## src/luma_nr_consts.svh

```systemverilog
/*
  Offsets, field positions, reset values and counts for the luma noise
  reduction stage. Assumes it is included by its bare name wherever needed.
*/
`ifndef LUMA_NR_CONSTS_SVH
`define LUMA_NR_CONSTS_SVH

// register indices; byte address is four times the index
`define IDX_GAIN      8'ha3
`define IDX_THR_BLK   8'ha4
`define IDX_MODE_OFF  8'ha5
`define CFG_RESET     8'h00

`define GAIN_BORD_LSB 0
`define GAIN_DATA_LSB 4
`define THR_LSB       0
`define BORDER_BIT    6
`define BLK16_BIT     7
`define SEL_LSB       0
`define MODE_BIT      4
`define OFF_LSB       4

`define CYC_PER_PIX   2
`define BLK_SMALL     5'h08
`define BLK_LARGE     5'h10
`define HALF_NARROW   5'h01
`define HALF_WIDE     5'h02
`define GAIN_MAX      4'h8
`define CORE_SHIFT    3
`define SHARP_SHIFT   4
`define LUMA_MAX      8'hff

`endif

```

## src/luma_nr_pkg.sv

```systemverilog
/*
  Types for the luma noise reduction stage: pixel carriers and filter choice.
  Assumes the constants header is available to the design file.
*/
package luma_nr_pkg;

  typedef struct packed {
    logic       valid;
    logic       sol;
    logic       sof;
    logic [7:0] luma;
  } pix_in_t;

  typedef struct packed {
    logic       valid;
    logic [7:0] luma;
  } pix_out_t;

  typedef enum logic [2:0] {
    FILT_HALF3  = 3'b000,
    FILT_FULL3  = 3'b001,
    FILT_WIDE3  = 3'b010,
    FILT_HALF5  = 3'b011,
    FILT_QUART5 = 3'b100,
    FILT_DIFF   = 3'b101,
    FILT_HWIDE  = 3'b110,
    FILT_OFF    = 3'b111
  } filt_sel_t;

endpackage

```

## src/sd_luma_noise_reduction.sv

```systemverilog
/*
  Standard definition luma noise reduction with an Avalon-MM register slave.
  Assumes a pixel source sending one pixel per two valid cycles, luma on the
  first, with start-of-line and start-of-field flags on a line's first cycle.
*/
// The Avalon-MM slave port was left to the implementer.
`timescale 1ns/1ps
`include "luma_nr_consts.svh"

module sd_luma_noise_reduction (
  input  wire logic                 ref_clk,
  input  wire logic                 resetn,
  input  wire luma_nr_pkg::pix_in_t pix_in,
  output luma_nr_pkg::pix_out_t     pix_out,
  input  wire logic [9:0]           avs_address,
  input  wire logic                 avs_read,
  input  wire logic                 avs_write,
  input  wire logic [31:0]          avs_writedata,
  input  wire logic [3:0]           avs_byteenable,
  output logic [31:0]               avs_readdata,
  output logic                      avs_waitrequest
);
  import luma_nr_pkg::*;

  function automatic logic [2:0] reg_decode(input logic [9:0] addr);
    logic [7:0] idx;
    idx = addr[9:2];
    reg_decode = 3'b000;
    if (addr[1:0] == 2'b00 && idx >= `IDX_GAIN && idx <= `IDX_MODE_OFF) begin
      reg_decode = {1'b1, 2'(idx - `IDX_GAIN)};
    end
  endfunction

  function automatic logic signed [10:0] lum(input logic [7:0] v);
    lum = $signed({3'b000, v});
  endfunction

  // high-pass responses centred on the middle of five taps
  function automatic logic signed [10:0] hp(input filt_sel_t sel, input logic [4:0][7:0] y);
    logic signed [10:0] n3;
    logic signed [10:0] w3;
    logic signed [10:0] n5;
    n3 = (lum(y[2]) <<< 1) - lum(y[1]) - lum(y[3]);
    w3 = (lum(y[2]) <<< 1) - lum(y[0]) - lum(y[4]);
    n5 = (lum(y[2]) <<< 2) - lum(y[0]) - lum(y[1]) - lum(y[3]) - lum(y[4]);
    case (sel)
      FILT_HALF3:  hp = n3 >>> 1;
      FILT_FULL3:  hp = n3;
      FILT_WIDE3:  hp = w3;
      FILT_HALF5:  hp = n5 >>> 1;
      FILT_QUART5: hp = n5 >>> 2;
      FILT_DIFF:   hp = lum(y[2]) - lum(y[3]);
      FILT_HWIDE:  hp = w3 >>> 1;
      default:     hp = 11'sd0;
    endcase
  endfunction

  logic [2:0][7:0] cfg_ff;
  logic            wait_ff;
  logic [31:0]     rdata_ff;
  logic            phase_ff;
  logic [3:0]      hpos_ff;
  logic [3:0]      vpos_ff;
  logic [4:0][7:0] y_ff;
  logic [4:0]      bd_ff;
  pix_out_t        out_ff;

  // register bus
  wire [2:0] dec      = reg_decode(avs_address);
  wire       hit      = dec[2];
  wire [1:0] ridx     = dec[1:0];
  wire       req      = avs_read | avs_write;
  wire       take     = req & wait_ff;
  wire       wr_en    = avs_write & ~wait_ff & hit & avs_byteenable[0];
  wire [7:0] rd_byte  = hit ? cfg_ff[ridx] : 8'h00;
  wire       nxt_wait = ~take;

  always_ff @(posedge ref_clk or negedge resetn) begin
    if (!resetn) begin
      wait_ff  <= 1'b1;
      rdata_ff <= 32'h0000_0000;
    end else begin
      wait_ff  <= nxt_wait;
      rdata_ff <= take ? {24'h00_0000, rd_byte} : 32'h0000_0000;
    end
  end

  // writes land on the edge where the master sees waitrequest low
  always_ff @(posedge ref_clk or negedge resetn) begin
    if (!resetn) begin
      cfg_ff <= {3{`CFG_RESET}};
    end else if (wr_en) begin
      cfg_ff[ridx] <= avs_writedata[7:0];
    end
  end

  assign avs_waitrequest = wait_ff;
  assign avs_readdata    = rdata_ff;

  // configuration fields
  wire [7:0]  r_gain    = cfg_ff[0];
  wire [7:0]  r_thr     = cfg_ff[1];
  wire [7:0]  r_mode    = cfg_ff[2];
  wire [3:0]  g_bord    = r_gain[`GAIN_BORD_LSB +: 4];
  wire [3:0]  g_data    = r_gain[`GAIN_DATA_LSB +: 4];
  wire [5:0]  thr       = r_thr[`THR_LSB +: 6];
  wire        wide      = r_thr[`BORDER_BIT];
  wire        blk16     = r_thr[`BLK16_BIT];
  filt_sel_t  fsel;
  assign fsel = filt_sel_t'(r_mode[`SEL_LSB +: 3]);
  // mode bit and offset field share bit 4, exactly as laid out
  wire        sharp     = r_mode[`MODE_BIT];
  wire [3:0]  offset    = r_mode[`OFF_LSB +: 4];

  // block grid geometry
  wire [4:0]  blk       = blk16 ? `BLK_LARGE : `BLK_SMALL;
  wire [3:0]  blk_mask  = 4'(blk - 5'd1);
  wire [4:0]  half      = wide ? `HALF_WIDE : `HALF_NARROW;
  wire [3:0]  off_pos   = offset & blk_mask;

  // pixel framing: a pixel is two valid cycles, luma on the first
  wire        sol       = pix_in.valid & pix_in.sol;
  wire        sof       = pix_in.valid & pix_in.sof;
  wire        ph0       = pix_in.valid & (sol | ~phase_ff);
  wire        pix_end   = pix_in.valid & phase_ff & ~sol;
  // phase high means the next valid cycle carries chroma
  wire        nxt_phase = pix_in.valid ? ph0 : phase_ff;

  wire [3:0]  cur_h     = sol ? off_pos : hpos_ff;
  wire [3:0]  v_inc     = 4'(vpos_ff + 4'd1) & blk_mask;
  wire [3:0]  cur_v     = sof ? 4'h0 : (sol ? v_inc : vpos_ff);
  wire [3:0]  h_inc     = 4'(cur_h + 4'd1) & blk_mask;
  wire [3:0]  nxt_hpos  = pix_end ? h_inc : cur_h;

  // transition area straddles each block edge, half on either side
  function automatic logic in_border(input logic [3:0] pos, input logic [4:0] size, input logic [4:0] hw);
    in_border = ({1'b0, pos} < hw) | ({1'b0, pos} >= 5'(size - hw));
  endfunction

  wire        h_bord    = in_border(cur_h, blk, half);
  wire        v_bord    = in_border(cur_v, blk, half);
  wire        border    = h_bord | v_bord;

  always_ff @(posedge ref_clk or negedge resetn) begin
    if (!resetn) begin
      phase_ff <= 1'b0;
      hpos_ff  <= 4'h0;
      vpos_ff  <= 4'h0;
    end else begin
      phase_ff <= nxt_phase;
      hpos_ff  <= nxt_hpos;
      vpos_ff  <= cur_v;
    end
  end

  // luma history; chroma cycles never enter it
  always_ff @(posedge ref_clk or negedge resetn) begin
    if (!resetn) begin
      y_ff  <= '0;
      bd_ff <= 5'h00;
    end else if (ph0) begin
      y_ff  <= {y_ff[3:0], pix_in.luma};
      bd_ff <= {bd_ff[3:0], border};
    end
  end

  // noise decision and correction on the centre tap
  wire [7:0]         centre = y_ff[2];
  wire signed [10:0] filt   = hp(fsel, y_ff);
  wire [9:0]         mag    = filt[10] ? 10'(-filt) : filt[9:0];
  wire               below  = mag < {4'h0, thr};
  wire               above  = mag > {4'h0, thr};
  wire               apply  = sharp ? above : below;
  wire [3:0]         g_raw  = bd_ff[2] ? g_bord : g_data;
  // codes above eight saturate so the factor tops out at one or one half
  wire [3:0]         g_sat  = (g_raw > `GAIN_MAX) ? `GAIN_MAX : g_raw;
  wire signed [15:0] prod   = filt * $signed({1'b0, g_sat});
  wire signed [15:0] corr   = sharp ? (prod >>> `SHARP_SHIFT)
                                    : (prod >>> `CORE_SHIFT);
  wire signed [15:0] c16    = $signed({8'h00, centre});
  wire signed [15:0] sum    = !apply ? c16
                            : (sharp ? c16 + corr : c16 - corr);
  wire [7:0]         sat    = sum[15] ? 8'h00
                            : (sum > $signed({8'h00, `LUMA_MAX}) ? `LUMA_MAX : sum[7:0]);

  always_ff @(posedge ref_clk or negedge resetn) begin
    if (!resetn) begin
      out_ff <= '0;
    end else begin
      out_ff.valid <= ph0;
      out_ff.luma  <= ph0 ? sat : out_ff.luma;
    end
  end

  assign pix_out = out_ff;
endmodule

```

## config.mk

```make
export PLATFORM = sky130hd
export DESIGN_NAME = sd_luma_noise_reduction
export DESIGN_NICKNAME = d
export VERILOG_FILES = /design/src/luma_nr_pkg.sv /design/src/sd_luma_noise_reduction.sv
export VERILOG_INCLUDE_DIRS = /design/src /design/src/src
export SDC_FILE = /design/constraint.sdc
export NUM_CORES = 1
export LEC_CHECK = 0
export BUFFER_PORTS_ARGS = -buffer_cell sky130_fd_sc_hd__buf_2
export CAP_MARGIN = 10
export CORE_MARGIN = 2
export CORE_UTILIZATION = 62
export DETAILED_ROUTE_END_ITERATION = 7
export PLACE_DENSITY = 0.83
export RECOVER_POWER = 25
export SLEW_MARGIN = 20
export SYNTH_ARGS = -nofsm -noshare
export SYNTH_HDL_FRONTEND = slang
export SYNTH_SLANG_ARGS = --single-unit
```

## constraint.sdc

```tcl
create_clock -name ref_clk -period 15.6 [get_ports ref_clk]
set_input_delay 3.12 -clock ref_clk [delete_from_list [all_inputs] [get_ports ref_clk]]
set_output_delay 3.12 -clock ref_clk [all_outputs]
set_load 0.02 [all_outputs]
```

==> impl_results.md, run 1 <==
* Post-synthesis sequential area ratio at 0.218
* Antenna viol nets, final at 0
* F_max at 0.0933 GHz
* Initial Util at 0.629
* Max Slew Vio Count at 76
* Gate count after technology mapping at 1307
* WP data arrival at 10920 ps
* GP Congestion at 1.01
* Mapped Avg Cell Area at 8.27 µm²
* CTS hold repair buffers at 0
* Largest family of logic cells by synthesized area: adder cells
* Wire per inst at 18.5 µm
* Port-buffer cells at 51
* Ys flop type: dfrtp_1
* Asr flop ratio synth at 1.00
* Detailed placer's ending HPWL at 22700 µm
* Routed WL at 29100 µm
* Via Count at 9724
* #FFs+latches synth at 94
* Failing checks: max-capacitance violations, max-slew violations
* Number of flops mapped to enable cells by yosys at 0
* Library cells used by synthesis at 79
* Most frequent cells in the layout: 137 x inv_1, 129 x nand2_1, 104 x ha_1
* RSZ-0062 raised after global routing: no
* Largest net degree at the start of global routing at 76
* Final setup fails at 0
* TritonCTS Buffers at 9
* Post-Synth XOR/XNOR Area at 0.0511
* Clk_lat worst skew at 360 ps
* TritonCTS clock tree: done
* Yosys top cell area share at 0.215
* Drt first pass iters at 5
* PostCTS Resize Cnt at 0
* Clock transition at path regs at 70 ps
* Cell Rows at 48
* R2R Path Start: y_ff[27]$_DFFE_PN0P_
* Crit-path slowest cell: a211oi_1
* Residual DRC at 0
* Max-cap viol count at 1
* Complex-gate fraction of the synthesized area at 0.214
* Status: finished with violations
* CP endpoint kind: register
* Ranking of synthesized cells by area: dfrtp_1 22%, ha_1 12%, fa_1 9.6%
* Vias in the first global route at 9354
* Share of cells above drive strength 1 at 0.0872
* Worst slew pin tran at 3900 ps
* CP max stage delay at 880 ps
* Worst relative slew slack at -1.60
* Vias per cell at 6.21
* # diodes at 0
* Mux contribution to synthesized area at 0.0330
* Worst Path Required at 15810 ps
* Critical path's most frequent cell: inv_1
* Syn-to-layout area delta at 5.99%
* Layout Skew at 7.04 ps
* Core area at 0.0172 mm²
* Dominant cell type by area after synthesis: dfrtp_1
* H-tree depth at 3
* Die height at 136 µm
* Post-CTS Setup Bufs at 0
* I/O Pins at 103
* Simple-Gate Fraction of Synth Area at 0.186
* CP max FO at 8
* Worst Setup SP: y_ff[27]$_DFFE_PN0P_
* Worst Hold Class: register to register
* Minimum clock period after layout at 10710 ps
* # clock sinks at 94
* Synth Warn # at 0
* GR Overflow Total at 0
* Post-Syn Area at 0.0108 mm²
* Min-Delay Startpoint: y_ff[6]$_DFFE_PN0P_
* CP Class: register to register
* Root Driver: clkbuf_16
* Layout Nets at 1554
* Most common cell after layout, fill and taps aside: inv_1
* Initial DRC Count at 722
* Fin. Hold Viols at 0
* Total Die Area at 0.0185 mm²
* Antenna violations before repair at 0
* All-Layer GR Usage at 0.328
* Final worst path period share at 0.687
* Wire length of the first global-routing pass at 47400 µm
* Max clock buf depth at 2
* Die width at 136 µm
* Adder-Cell Fraction of Synth Area at 0.217
* Setup_tns at 0 ps
* Critical Path Source Type: register
## kinds of logic after synthesis
| group | after synthesis |
|---|---|
| AND/OR/NAND/NOR | 409 |
| adder cells (fa/ha/maj) | 156 |
| buffers and inverters | 209 |
| XOR/XNOR | 63 |
| AO/OA/AOI/OAI | 342 |
| multiplexers | 33 |
| flip-flops | 94 |
| other | 1 |
## registers in the layout, summed over array words and instances, names as in the netlist
name / flops
y_ff: 32
r_mode: 8
avs_waitrequest: 1
centre: 8
hpos_ff: 4
pix_out: 9
avs_readdata: 8
r_gain: 8
phase_ff: 1
bd_ff: 3
r_thr: 8
vpos_ff: 4
## stage by stage
stage	cells	worst slack [ps]	hold WS [ps]	util	cell area (µm²)
floorplan	1330	5930	439	-	10900
global placement	1551	5150	454	0.651	11200
detailed placement	1551	5060	462	0.651	11200
CTS	1567	4990	480	0.668	11500
global route	1567	4440	499	0.667	11400
finish	1567	4890	476	0.667	11400
## metal layers
layer  vias up  GRT usage  routed length, µm
met1      4640      0.431              12200
li1       4630          -                  -
met4         0      0.139               1200
met5         -          0                  0
met2       385      0.536              13700
met3        69     0.0552               1960
## worst max-delay path, delay by kind of cell, from the launching register on
kind,cells,cell delay [ps]
adders and majority gates,9,3620
DFF,1,400
xor gates and xnor gates,1,160
and+or+nand+nor,9,2660
buffers and inverters,6,520
AOI/OAI and AO/OA,10,3170
## Yosys cell counts, types with 6 or more instances
cell,count
and3_1,7
xor2_1,17
nand2b_1,15
o211ai_1,16
nor4b_1,6
inv_1,138
nor2b_1,17
a21o_1,17
o21a_1,16
nand3b_1,6
nand3_1,22
and2_1,8
xnor2_1,46
nand2_1,129
a311oi_1,6
buf_4,24
o221ai_1,11
nor2_1,101
nor3_1,29
fa_1,52
a21oi_1,78
nor3b_1,6
a31oi_1,8
nand4_1,10
mux2_2,21
o22ai_1,13
clkbuf_1,37
mux2i_1,12
a211oi_1,13
or3_1,11
o21ai_0,91
or2_2,15
dfrtp_1,93
nor4_1,10
ha_1,104
o2111ai_1,6
## final timing paths
check,endpoint,slack (ps),depth (start not counted)
max,pix_out[7]$_DFFE_PN0P_,4890,35
min,y_ff[14]$_DFFE_PN0P_,480,2
max reg2reg,pix_out[7]$_DFFE_PN0P_,4890,35
min reg2reg,y_ff[14]$_DFFE_PN0P_,480,2
max in group asynchronous,r_mode[4]$_DFFE_PN0P_,8380,2
min in group asynchronous,y_ff[10]$_DFFE_PN0P_,2960,1
## layout make-up
| type | instances | area (µm²) |
|---|---|---|
| inverters | 139 | 522 |
| well taps | 225 | 282 |
| repair buffers | 66 | 340 |
| multi-input cells | 1027 | 7660 |
| fillers | 1451 | 5730 |
| flip-flops and latches | 94 | 2350 |
| clock buffers | 10 | 239 |
| clock inverters | 6 | 51.3 |
Power of run 1 is left out: the tool's default activity adds up to more than one toggle a clock period on the data nets, which glitch-free logic cannot reach.
==> run 2: changes to the inputs <==
--- a/config.mk
+++ b/config.mk
@@ -6,6 +6,7 @@
 export SDC_FILE = /design/constraint.sdc
 export NUM_CORES = 1
 export LEC_CHECK = 0
+export ABC_AREA = 1
 export BUFFER_PORTS_ARGS = -buffer_cell sky130_fd_sc_hd__buf_2
 export CAP_MARGIN = 10
 export CORE_MARGIN = 2
==> constraint.sdc (replaced) <==
create_clock -name ref_clk -period 10.2 [get_ports ref_clk]
set_input_delay 2.04 -clock ref_clk [delete_from_list [all_inputs] [get_ports ref_clk]]
set_output_delay 2.04 -clock ref_clk [all_outputs]
set_load 0.02 [all_outputs]
==> run 2 against run 1 <==
Effect of this change: the flow still finishes with violations (max-capacitance violations, max-slew violations); critical path depth up 14; clock skew rose by 11 ps; die area shrank 1.0%; setup slack lost 3800 ps; routed wire length decreased by 12%; via count shrank 2.1%; hold slack worse by 3.7 ps; design area shrank 1.1%; area after synthesis fell by 1.1%.
==> impl_results.md, run 2 <==
* Clk_lat worst skew at 370 ps
* Max clock buf depth at 2
* Ys flop type: dfrtp_1
* PostCTS Resize Cnt at 0
* Layout Skew at 18.2 ps
* Final setup fails at 0
* # diodes at 0
* Library cells used by synthesis at 65
* Mux contribution to synthesized area at 0.000937
* Synth top cells by count: 342 x nand2_1, 264 x inv_1, 121 x nor2_1, 117 x o21ai_0, 104 x ha_1
* Reg with most FFs: y_ff
* Die width at 135 µm
* GR Overflow Total at 0
* Number of flops mapped to enable cells by yosys at 0
* WP data arrival at 9380 ps
* Residual DRC at 0
* CP max stage delay at 540 ps
* GP Congestion at 0.962
* Multi-input logic area at 0.00709 mm²
* Max Slew Vio Count at 183
* I/O Pins at 103
* Max-cap viol count at 3
* Initial Util at 0.627
* Routed WL at 25700 µm
* Max reg flops at 32
* Syn-to-layout area delta at 5.94%
* Final worst slack at 1060 ps
* Share of cells above drive strength 1 at 0.0815
* Antenna viol nets, final at 0
* Final worst path period share at 0.896
* Minimum clock period after layout at 9140 ps
* Post-synthesis sequential area ratio at 0.220
* Dominant cell type by area after synthesis: dfrtp_1
* Status: finished with violations
* Core area at 0.0171 mm²
* Worst slew pin tran at 3010 ps
* Layout Nets at 1746
* Worst slack at placement at 1110 ps
* Clock transition at path regs at 60 ps
* Simple-Gate Fraction of Synth Area at 0.252
* Synth Warn # at 0
* Asr flop ratio synth at 1.00
* CP Class: register to register
* Post-Synth XOR/XNOR Area at 0.0433
* H-tree depth at 3
* CTS hold repair buffers at 0
* CP endpoint kind: register
* Gate count after technology mapping at 1490
* TritonCTS Buffers at 9
* Critical path's most frequent cell: nand2_1
* Fill cell count at 1502
* Failing checks: max-capacitance violations, max-slew violations
* Most frequent cells in the layout: 342 x nand2_1, 264 x inv_1, 121 x nor2_1
* Reg area at 0.00235 mm²
* Cell Rows at 48
* Fin. Hold Viols at 0
* Initial DRC Count at 738
* Mapped Avg Cell Area at 7.17 µm²
* Setup_tns at 0 ps
* Port-buffer cells at 51
* Yosys top cell area share at 0.218
* Die height at 135 µm
* Complex-gate fraction of the synthesized area at 0.138
* Critical Path Source Type: register
* Antenna violations before repair at 0
* Detailed placer's ending HPWL at 20400 µm
* #FFs+latches synth at 94
* Worst Hold Class: register to register
* Worst Path Required at 10440 ps
* Vias per cell at 5.41
* Largest family of logic cells by synthesized area: simple AND/OR/NAND/NOR gates
* Wire per inst at 14.6 µm
* Post-Syn Area at 0.0107 mm²
* Worst hold slack at 473 ps
* Ranking of synthesized cells by area: dfrtp_1 22%, ha_1 12%, nand2_1 12%
* # clock sinks at 94
* Count leader, synth: nand2_1
* Wire length of the first global-routing pass at 43000 µm
* Most common cell after layout, fill and taps aside: nand2_1
* RSZ-0062 raised after global routing: no
* CP top delay family: adder cells
* Vias in the first global route at 9102
* Worst relative slew slack at -1.01
* TritonCTS clock tree: done
* All-Layer GR Usage at 0.293
* Adder-Cell Fraction of Synth Area at 0.219
* Via Count at 9520
* Root Driver: clkbuf_16
* CP bufs+invs at 6
* Largest net degree at the start of global routing at 86
* Drt first pass iters at 5
* Crit-path slowest cell: fa_1
* CP max FO at 8
* Total Die Area at 0.0183 mm²
* Post-CTS Setup Bufs at 0
* F_max at 0.109 GHz
run 2: worst paths after layout:
| check | start | endpoint | slack [ps] | cells past startpoint |
|---|---|---|---|---|
| min in group asynchronous | resetn | y_ff[2]$_DFFE_PN0P_ | 2200 | 1 |
| max reg2reg | y_ff[25]$_DFFE_PN0P_ | pix_out[5]$_DFFE_PN0P_ | 1060 | 49 |
| max | y_ff[25]$_DFFE_PN0P_ | pix_out[5]$_DFFE_PN0P_ | 1060 | 49 |
| min | pix_out[7]$_DFFE_PN0P_ | pix_out[7]$_DFFE_PN0P_ | 470 | 2 |
| max in group asynchronous | resetn | bd_ff[2]$_DFFE_PN0P_ | 4360 | 2 |
| min reg2reg | pix_out[7]$_DFFE_PN0P_ | pix_out[7]$_DFFE_PN0P_ | 470 | 2 |
run 2: kinds of logic (layout without fill, tap and decap cells):
kind of cell    count (synthesis)  after routing
flops                          94             94
xor+xnor                       52             52
simple gates                  609            609
other cells                     1             24
fa+ha+maj                     156            156
mux                             1              1
buf+inv                       322            343
compound gates                255            255
run 2: worst reg2reg max path: cells and delay by family (launching register included):
kind,cells,cell delay [ps]
AOI/OAI and AO/OA,8,1800
xor gates and xnor gates,2,320
adders and majority gates,9,3850
buffers and inverters,6,570
DFF,1,340
and+or+nand+nor,24,2160
run 2: layout make-up:
| cell class | instances | share of cell area |
|---|---|---|
| tap | 225 | 0.0249 |
| sequential | 94 | 0.208 |
| inverter | 273 | 0.0918 |
| timing repair buffer | 54 | 0.0234 |
| clock inverter | 5 | 0.00530 |
| multi-input combinational | 1097 | 0.626 |
| clock buffer | 11 | 0.0206 |
run 2: metal layers:
metal	share of wire	vias up	track usage
li1	-	4790	-
met2	0.49	249	0.509
met3	0.043	46	0.0329
met4	0.021	0	0.0810
met5	0	-	0
met1	0.45	4435	0.390
run 2: per-stage QoR:
step	area, µm²	utilization	instances
final	11300	0.664	1759
after global routing	11300	0.664	1759
after CTS	11300	0.665	1759
after detailed placement	11000	0.648	1743
after global placement	11000	0.648	1743
after floorplan	10800	-	1513
Power of run 2 is left out for the same reason.
